## src/hdl/phy_strap_pkg.sv

```systemverilog
`default_nettype none
package phy_strap_pkg;

  // ----------------------------------------------------------------
  // Timing
  // ----------------------------------------------------------------
  localparam int         CLK_FREQ_HZ       = 125_000_000;
  localparam int         REF_FREQ_HZ       = 25_000_000;
  localparam int         REF_DIV           = CLK_FREQ_HZ / REF_FREQ_HZ;
  localparam logic [2:0] REF_DIV_LAST      = 3'(REF_DIV - 1);
  localparam logic [2:0] REF_HIGH_CYCLES   = 3'(REF_DIV / 2);
  localparam logic [2:0] STRAP_SETTLE_LAST = 3'h3;

  // ----------------------------------------------------------------
  // Register indices, byte address is four times the index
  // ----------------------------------------------------------------
  localparam logic [7:0] IDX_INT_CTRL_STATUS  = 8'h1B;
  localparam logic [7:0] IDX_PHY_CONTROL      = 8'h1F;
  localparam logic [7:0] IDX_STRAP_READBACK   = 8'h10;
  localparam logic [7:0] IDX_MGMT_CLOCK_COUNT = 8'h11;
  localparam logic [7:0] IDX_UNMAPPED         = 8'h00;
  localparam logic [2:0] SIZE_WORD            = 3'h2;

  // ----------------------------------------------------------------
  // Fields and reset values
  // ----------------------------------------------------------------
  localparam int          CTRL_B2B_BIT    = 0;
  localparam int          CTRL_WAKE_BIT   = 1;
  localparam int          CTRL_POL_BIT    = 9;
  localparam int          WAKE_STATUS_BIT = 7;
  localparam logic [15:0] CTRL_RESET      = 16'h0000;
  localparam logic [7:0]  IEN_RESET       = 8'h00;
  localparam logic [7:0]  STATUS_RESET    = 8'h00;

  // ----------------------------------------------------------------
  // Types
  // ----------------------------------------------------------------
  typedef struct packed {
    logic [3:0] rxd;
    logic       rxdv;
    logic       rxc;
    logic       rxer;
    logic       txc;
    logic       col;
    logic       crs;
  } mii_pins_t;

  typedef struct packed {
    logic [3:0] rxd;
    logic       rxdv;
    logic       rxer;
    logic       col;
    logic       crs;
  } mii_core_t;

  typedef struct packed {
    logic [2:0] station_address_strap;
    logic       duplex_strap;
    logic [2:0] config_strap;
    logic       broadcast_address_disable_strap;
    logic       isolate_strap;
    logic       nand_tree_strap;
    logic       wake_event_enable_strap;
  } straps_t;

  typedef enum logic [1:0] {
    ST_SAMPLE = 2'b01,
    ST_RUN    = 2'b10
  } phase_t;

  typedef struct packed {
    phase_t      fsm;
    logic [2:0]  cnt;
    straps_t     straps;
    logic [15:0] ctrl;
    logic [7:0]  ien;
    logic [7:0]  status;
    logic        mdc_prev;
    logic [15:0] mdc_count;
    logic        wr_pend;
    logic [7:0]  wr_idx;
    logic [31:0] rdata;
    mii_pins_t   pin_out;
  } state_t;

  typedef struct packed {
    logic [2:0] cnt;
  } div_state_t;

  localparam straps_t STRAPS_RESET = 11'h000;
  localparam mii_pins_t PINS_RESET = 10'h000;
  localparam logic [2:0] DIV_RESET = 3'h0;

  localparam state_t STATE_RESET = '{
    fsm:       ST_SAMPLE,
    cnt:       3'h0,
    straps:    STRAPS_RESET,
    ctrl:      CTRL_RESET,
    ien:       IEN_RESET,
    status:    STATUS_RESET,
    mdc_prev:  1'b0,
    mdc_count: 16'h0000,
    wr_pend:   1'b0,
    wr_idx:    IDX_UNMAPPED,
    rdata:     32'h0000_0000,
    pin_out:   PINS_RESET
  };

endpackage
`default_nettype wire

```

## src/hdl/pin_sync.sv

```systemverilog
`timescale 1ns/1ns
`default_nettype none
module pin_sync #(
  parameter int W = 1
) (
  input  wire logic         clk,
  input  wire logic [W-1:0] d,
  output logic      [W-1:0] q
);
  typedef struct packed {
    logic [W-1:0] s1;
    logic [W-1:0] s2;
  } sync_state_t;

  sync_state_t st;
  sync_state_t next_st;

  // ----------------------------------------------------------------
  // Two stages, only the second is read
  // ----------------------------------------------------------------
  always_comb begin
    next_st    = st;
    next_st.s1 = d;
    next_st.s2 = st.s1;
  end

  always_ff @(posedge clk) begin
    st <= next_st;
  end

  assign q = st.s2;
endmodule
`default_nettype wire

```

## src/hdl/ref_divider.sv

```systemverilog
`timescale 1ns/1ns
`default_nettype none
module ref_divider (
  input  wire logic clk,
  input  wire logic rst,
  output logic      tick,
  output logic      ref_high
);
  import phy_strap_pkg::*;

  div_state_t st;
  div_state_t next_st;

  // ----------------------------------------------------------------
  // Divide the system clock down to the reference rate
  // ----------------------------------------------------------------
  always_comb begin
    next_st = st;
    if (st.cnt == REF_DIV_LAST) begin
      next_st.cnt = 3'h0;
    end else begin
      next_st.cnt = st.cnt + 3'h1;
    end
  end

  always_ff @(posedge clk) begin
    if (rst) begin
      st.cnt <= DIV_RESET;
    end else begin
      st <= next_st;
    end
  end

  assign tick     = (st.cnt == REF_DIV_LAST);
  assign ref_high = (st.cnt < REF_HIGH_CYCLES);
endmodule
`default_nettype wire

```

## src/hdl/phy_strap_latch.sv

```systemverilog
// Design decisions made here: the AHB-Lite slave port and the register offsets.
`timescale 1ns/1ns
`default_nettype none
module phy_strap_latch (
  input  wire logic                     clk,
  input  wire logic                     rst,
  input  wire logic                     hsel,
  input  wire logic [31:0]              haddr,
  input  wire logic [1:0]               htrans,
  input  wire logic                     hwrite,
  input  wire logic [2:0]               hsize,
  input  wire logic [31:0]              hwdata,
  input  wire logic                     hready,
  output logic                          hreadyout,
  output logic                          hresp,
  output logic [31:0]                   hrdata,
  input  wire phy_strap_pkg::mii_pins_t mii_pin_in,
  output var phy_strap_pkg::mii_pins_t  mii_pin_out,
  output var phy_strap_pkg::mii_pins_t  mii_pin_oe,
  input  wire phy_strap_pkg::mii_core_t core_rx,
  input  wire logic                     tx_en,
  output logic                          tx_active,
  input  wire logic                     mdc,
  input  wire logic                     irq_pin_in,
  output logic                          irq_pin_out,
  output logic                          irq_pin_oe,
  input  wire logic [6:0]               event_in,
  input  wire logic                     wake_event_in,
  output logic                          irq_req,
  output var phy_strap_pkg::straps_t    straps,
  output logic                          pins_released
);
  import phy_strap_pkg::*;

  state_t    st;
  state_t    next_st;
  mii_pins_t pin_s;
  logic      irq_s;
  logic      tx_en_s;
  logic      mdc_s;
  logic      tick;
  logic      ref_high;
  logic      accept;
  logic [7:0] acc_idx;
  logic      latch;
  logic      run;
  logic      rd_clr;
  logic [7:0] ev;
  logic [7:0] clr;
  logic      wake_mode;
  logic      b2b_mode;

  // ----------------------------------------------------------------
  // Pin synchronisers and reference divider
  // ----------------------------------------------------------------
  pin_sync #(
    .W(13)
  ) u_sync (
    .clk (clk),
    .d   ({mii_pin_in, irq_pin_in, tx_en, mdc}),
    .q   ({pin_s, irq_s, tx_en_s, mdc_s})
  );

  ref_divider u_div (
    .clk      (clk),
    .rst      (rst),
    .tick     (tick),
    .ref_high (ref_high)
  );

  // ----------------------------------------------------------------
  // Decode
  // ----------------------------------------------------------------
  always_comb begin
    accept = hsel && htrans[1] && hready && (hsize == SIZE_WORD);
    if (haddr[31:10] == 22'h00_0000 && haddr[1:0] == 2'b00) begin
      acc_idx = haddr[9:2];
    end else begin
      acc_idx = IDX_UNMAPPED;
    end
    run       = (st.fsm == ST_RUN);
    latch     = (st.fsm == ST_SAMPLE) && (st.cnt == STRAP_SETTLE_LAST);
    rd_clr    = accept && !hwrite && (acc_idx == IDX_INT_CTRL_STATUS);
    wake_mode = st.ctrl[CTRL_WAKE_BIT];
    b2b_mode  = st.ctrl[CTRL_B2B_BIT];
    clr       = rd_clr ? 8'hFF : 8'h00;
    ev        = 8'h00;
    if (run) begin
      ev = {wake_event_in && st.straps.wake_event_enable_strap, event_in};
    end
  end

  // ----------------------------------------------------------------
  // Next state
  // ----------------------------------------------------------------
  always_comb begin
    next_st = st;
    case (st.fsm)
      ST_SAMPLE: begin
        next_st.cnt = st.cnt + 3'h1;
        if (latch) begin
          next_st.straps.station_address_strap =
            {pin_s.rxd[1], pin_s.rxd[2], pin_s.rxd[3]};
          next_st.straps.duplex_strap = pin_s.rxd[0];
          next_st.straps.config_strap =
            {pin_s.rxdv, pin_s.crs, pin_s.col};
          next_st.straps.broadcast_address_disable_strap = pin_s.rxc;
          next_st.straps.isolate_strap = pin_s.rxer;
          next_st.straps.nand_tree_strap = irq_s;
          next_st.straps.wake_event_enable_strap = pin_s.txc;
          next_st.fsm = ST_RUN;
        end
      end
      ST_RUN: begin
        next_st.cnt = st.cnt;
      end
      default: begin
        next_st.fsm = ST_SAMPLE;
      end
    endcase

    next_st.status = (st.status & ~clr) | ev;

    next_st.mdc_prev = mdc_s;
    if (mdc_s && !st.mdc_prev) begin
      next_st.mdc_count = st.mdc_count + 16'h0001;
    end

    if (tick) begin
      next_st.pin_out.rxd  = core_rx.rxd;
      next_st.pin_out.rxdv = core_rx.rxdv;
      next_st.pin_out.rxer = core_rx.rxer;
      next_st.pin_out.col  = core_rx.col;
      next_st.pin_out.crs  = core_rx.crs;
    end
    next_st.pin_out.rxc = ref_high;
    next_st.pin_out.txc = ref_high;

    next_st.wr_pend = accept && hwrite;
    next_st.wr_idx  = acc_idx;
    if (st.wr_pend) begin
      case (st.wr_idx)
        IDX_INT_CTRL_STATUS: next_st.ien  = hwdata[15:8];
        IDX_PHY_CONTROL:     next_st.ctrl = hwdata[15:0];
        default:             next_st.ien  = st.ien;
      endcase
    end

    if (accept && !hwrite) begin
      case (acc_idx)
        IDX_INT_CTRL_STATUS:  next_st.rdata = {16'h0000, st.ien, st.status};
        IDX_PHY_CONTROL:      next_st.rdata = {16'h0000, st.ctrl};
        IDX_STRAP_READBACK:   next_st.rdata = {21'h00_0000, st.straps};
        IDX_MGMT_CLOCK_COUNT: next_st.rdata = {16'h0000, st.mdc_count};
        default:              next_st.rdata = 32'h0000_0000;
      endcase
    end
  end

  always_ff @(posedge clk) begin
    if (rst) begin
      st <= STATE_RESET;
    end else begin
      st <= next_st;
    end
  end

  // ----------------------------------------------------------------
  // Outputs
  // ----------------------------------------------------------------
  assign hreadyout     = 1'b1;
  assign hresp         = 1'b0;
  assign hrdata        = st.rdata;
  assign straps        = st.straps;
  assign pins_released = run;
  assign tx_active     = tx_en_s;
  assign mii_pin_out   = st.pin_out;
  assign irq_req       = |(st.status & st.ien);

  always_comb begin
    mii_pin_oe = PINS_RESET;
    if (run && !st.straps.isolate_strap) begin
      mii_pin_oe     = ~PINS_RESET;
      mii_pin_oe.txc = !b2b_mode;
    end
  end

  always_comb begin
    irq_pin_out = 1'b0;
    irq_pin_oe  = 1'b0;
    if (run) begin
      if (wake_mode) begin
        irq_pin_oe = st.status[WAKE_STATUS_BIT];
      end else if (st.ctrl[CTRL_POL_BIT]) begin
        irq_pin_out = irq_req;
        irq_pin_oe  = 1'b1;
      end else begin
        irq_pin_oe  = irq_req;
      end
    end
  end
endmodule
`default_nettype wire

```

## config.mk

```make
export PLATFORM = sky130hd
export DESIGN_NAME = phy_strap_latch
export DESIGN_NICKNAME = d
export VERILOG_FILES = /design/src/hdl/phy_strap_pkg.sv /design/src/hdl/pin_sync.sv /design/src/hdl/ref_divider.sv /design/src/hdl/phy_strap_latch.sv
export SDC_FILE = /design/constraint.sdc
export NUM_CORES = 1
export LEC_CHECK = 0
export ABC_AREA = 1
export BUFFER_PORTS_ARGS = -buffer_cell sky130_fd_sc_hd__buf_4
export CAP_MARGIN = 25
export CORE_MARGIN = 10
export CORE_UTILIZATION = 45
export DETAILED_ROUTE_END_ITERATION = 12
export GPL_ROUTABILITY_DRIVEN = 0
export PLACE_DENSITY = 0.74
export SYNTH_ARGS = -nofsm -noshare
export SYNTH_HDL_FRONTEND = slang
export SYNTH_HIERARCHICAL = 1
export SYNTH_SLANG_ARGS = --single-unit
```

## constraint.sdc

```tcl
create_clock -name clk -period 1.7 [get_ports clk]
set_input_delay 0.34 -clock clk [delete_from_list [all_inputs] [get_ports clk]]
set_output_delay 0.34 -clock clk [all_outputs]
set_load 0.05 [all_outputs]
```

==> impl_summary.txt <==
----------------------------------------------------
[Clock network]
  Clock slew at the register clock pins of the worst setup and hold paths ... about 0.06 ns
  Number of buffers created by CTS ... 17
  Number of clock sinks ... 128
  Number of H-tree levels ... 4
  Worst-case clock buffer depth ... 2
  Clock tree from TritonCTS ... done
  Source-to-sink clock delay at the later pin of the worst-skew pair ... 0.42 ns
  Root buffer cell ... sky130_fd_sc_hd__clkbuf_16

[Yosys]
  Post-synthesis sequential element count ... 128
  Share of the yosys chip area belonging to registers ... 44.97%
  Post-synthesis area per instance ... 7.381 sq um
  Count of cell types in the netlist ... 31
  Cell Area, Synth ... about 5700 sq um
  Synthesized instance count ... 772
  Synthesis warning total ... 6

[STA]
  Post-route fraction of the period consumed by the critical path ... 114.6%
  Final critical path time including I/O delays and setup ... 1.948 ns
  Final setup margin ... -0.2480 ns
  Count of pins over their slew limit ... 0
  Post-Route Skew ... between 0.006 and 0.007 ns
  RSZ-0062 raised after global routing ... yes
  Final number of hold-violating endpoints ... 0
  Achievable clock frequency ... slightly above 500 MHz
  Final setup vio count ... 17

[Placement]
  Final HPWL DP ... 11.35 mm
  Cells after DPL ... between 1000 and 1500
  Input/output buffers ... 137
  Area of placed instances ... 6960 sq um

[Routing]
  Total via count after detailed routing ... ~5600
  Avg Vias per Cell ... 4.970
  Remaining design rule violation count ... 0
  Detailed-routing iteration count for the pre-antenna-repair pass ... 5
  Drt wl/cell ... 14.91 um
  Initial drt markers ... 429
  Final wirelength ... around 17 mm
  Final antenna-violating net count ... 0

[Cells and area]
  Post-synthesis to final-layout area growth ... 46.38%
  Non-filler instance count after layout ... between 1000 and 1500
  Core utilization of the finished layout ... 66.63%
  Ratio of cells with drive above 1 in the final layout ... 38.84%
  Filler Cell Count ... 1009
  Final design instance area without fill ... 8341 sq um
  Total Nets Final ... 1045

[Worst setup path]
  Required time of the worst setup path ... around 1.4 ns
  Maximum net fanout on the critical path ... 2
  Slowest cell on the critical path ... sky130_fd_sc_hd__dfxtp_2
  Largest stage delay on the critical path ... 0.33 ns
  Critical path launch point type ... register
  Arrival time of data at the critical path endpoint ... 1.61 ns
  Critical Setup Path Class ... reg2out
  Most frequent cell on the critical path ... sky130_fd_sc_hd__inv_2
  Kind of end point of the critical path ... primary output
  Series of cell instances along the critical path ... inv_2, o21ai_2, a221oi_2, nand2_2, o31ai_2, inv_2, buf_8

[Floorplan]
  Vertical die dimension ... 132.5 um
  Die boundary width ... 132.5 um
  Number of cell rows ... 41
  Core area ... 12520 sq um
  Area enclosed by the die boundary ... 17560 sq um
  Initial Util ... 45.52%
  Count of boundary I/O pins ... 173

[Global route]
  First-pass GRT wire length ... 24.76 mm
  Antenna violations before repair ... 1
  Largest net degree at the start of global routing ... 44
  Total gr overflow ... 0
  Total Routing Usage GR ... 16.98%
  Via count of the first global-routing pass ... 5227

[Flow run]
  Max Cap Violations ... 0

[Outcome]
  Status ... finished, violations left
  Violated checks ... setup timing

[Pwr]
  Power density over the cells ... 930.1 nW/um^2
  Largest vdd supply drop ... 0.8151 mV
  Static leakage ... about 3.6 nW

[Min path]
  Worst min-delay path category ... in2reg

----------------------------------------------------
[cell type report]
| class | instances | area, sq um | share of cell area (%) |
|---|---|---|---|
| clock inverter | 15 | 171.4 | 2.055 |
| timing repair buffer | 221 | 1923 | 23.06 |
| clock buffer | 17 | 425.4 | 5.101 |
| sequential | 128 | 2577 | 30.90 |
| tap | 172 | 215.2 | 2.580 |
| multi-input combinational | 475 | 2670 | 32.01 |
| antenna | 1 | 2.502 | 0.03000 |
| inverter | 94 | 355.3 | 4.260 |
[stage by stage]
step           total power [mW]  hold slack (ns)  setup slack (ns)  setup TNS [ns]
2_1_floorplan             3.820           0.3096           -0.2051          -1.813
3_3_place_gp              4.052           0.3108           -0.3682          -6.735
3_5_place_dp              4.070           0.3121           -0.4518          -8.394
4_1_cts                   7.739         0.009498           -0.2403         -0.6667
5_1_grt                   8.033         0.001758           -0.3046          -3.475
6_report                  7.758          0.01816           -0.2480          -1.090
[cell usage after synthesis (all sizes together)]
cell,instances,share of area [%]
nand3,73,6.6
buf,75,9.7
nor4,1,0.11
nand4,20,2.2
and3,1,0.13
a21oi,76,6.7
o21a,3,0.40
o31ai,1,0.13
nand2,141,9.4
conb,2,0.13
nor3b,1,0.13
a221oi,2,0.31
a211oi,1,0.13
nor3,12,1.1
ha,5,1.1
inv,94,6.2
nor2,74,5.4
xor2,1,0.15
dfxtp,128,45
o21ai,43,3.8
clkbuf,18,1.2
[cells by family (layout without fill, tap and decap cells)]
family	count (synthesis)	count (layout)	synth area share (%)
simple gates	323	325	25.03
buf+inv	187	347	17.13
flops	128	128	44.97
compound gates	126	126	11.48
fa+ha+maj	5	5	1.098
other cells	2	19	0.1318
xor+xnor	1	1	0.1537
[power by group]
part | total (mW) | internal (mW) | switching [mW]
combinational | 0.859 | 0.319 | 0.540
sequential | 3.20 | 3.12 | 0.0753
clock | 3.70 | 2.21 | 1.49
total | 7.76 | 5.65 | 2.11
[repair_timing]
item / in CTS / in global routing
setup endpoints to repair: 18 / 37
buffers inserted: 11 / 14
gates resized for setup: 38 / 98
endpoints found under the hold margin: 0 / 2
hold buffers: 0 / 2
cloned: 1 / 6
pin swaps: 9 / 52
[layer usage]
metal	wire length (um)	share of wire (%)	up-vias	track usage, %
li1	-	-	2749	-
met1	6678	40	2585	19.35
met2	8438	50	213	29.03
met3	1248	7.5	34	6.170
met4	372	2.2	0	5.134
met5	0	0	-	0
[sequential cells by signal, summed over array words and instances (netlist names)]
| name | cells |
|---|---|
| st | 62 |
| b2b_mode | 1 |
| hrdata | 16 |
| straps | 11 |
| u_sync/next_st | 13 |
| u_div/st | 3 |
| mii_pin_out | 9 |
| u_sync/q | 13 |
[worst paths after layout]
check                          start                 to  slack (ns)  cells after the start
setup reg to reg              st[52]             st[65]       -0.12                      9
hold / removal         mii_pin_in[3]  u_sync/next_st[6]        0.02                      1
setup / recovery              st[75]         irq_pin_oe       -0.25                      7
hold reg to reg   u_sync/next_st[12]       u_sync/q[12]        0.32                      0
[worst max-delay path, delay by kind of cell, from the launching register on]
family                 cells  cell delay [ns]
buffers and inverters      3             0.28
AND/OR/NAND/NOR            1             0.09
AO/OA/AOI/OAI              3             0.49
flip-flops                 1             0.33
[cells in the final DEF (no fill, tap or decap), types with 14 or more instances in the layout]
cell type,count
sky130_fd_sc_hd__nor2_1,44
sky130_fd_sc_hd__nand3_2,14
sky130_fd_sc_hd__a21oi_1,67
sky130_fd_sc_hd__nor2_4,26
sky130_fd_sc_hd__conb_1,18
sky130_fd_sc_hd__o21ai_0,39
sky130_fd_sc_hd__inv_1,82
sky130_fd_sc_hd__buf_4,181
sky130_fd_sc_hd__buf_6,23
sky130_fd_sc_hd__nand4_1,20
sky130_fd_sc_hd__dfxtp_1,116
sky130_fd_sc_hd__nand2_1,120
sky130_fd_sc_hd__nand3_1,54
sky130_fd_sc_hd__nand2_2,20
sky130_fd_sc_hd__clkbuf_16,21
No activity file was read; power rests on OpenSTA's default activity.
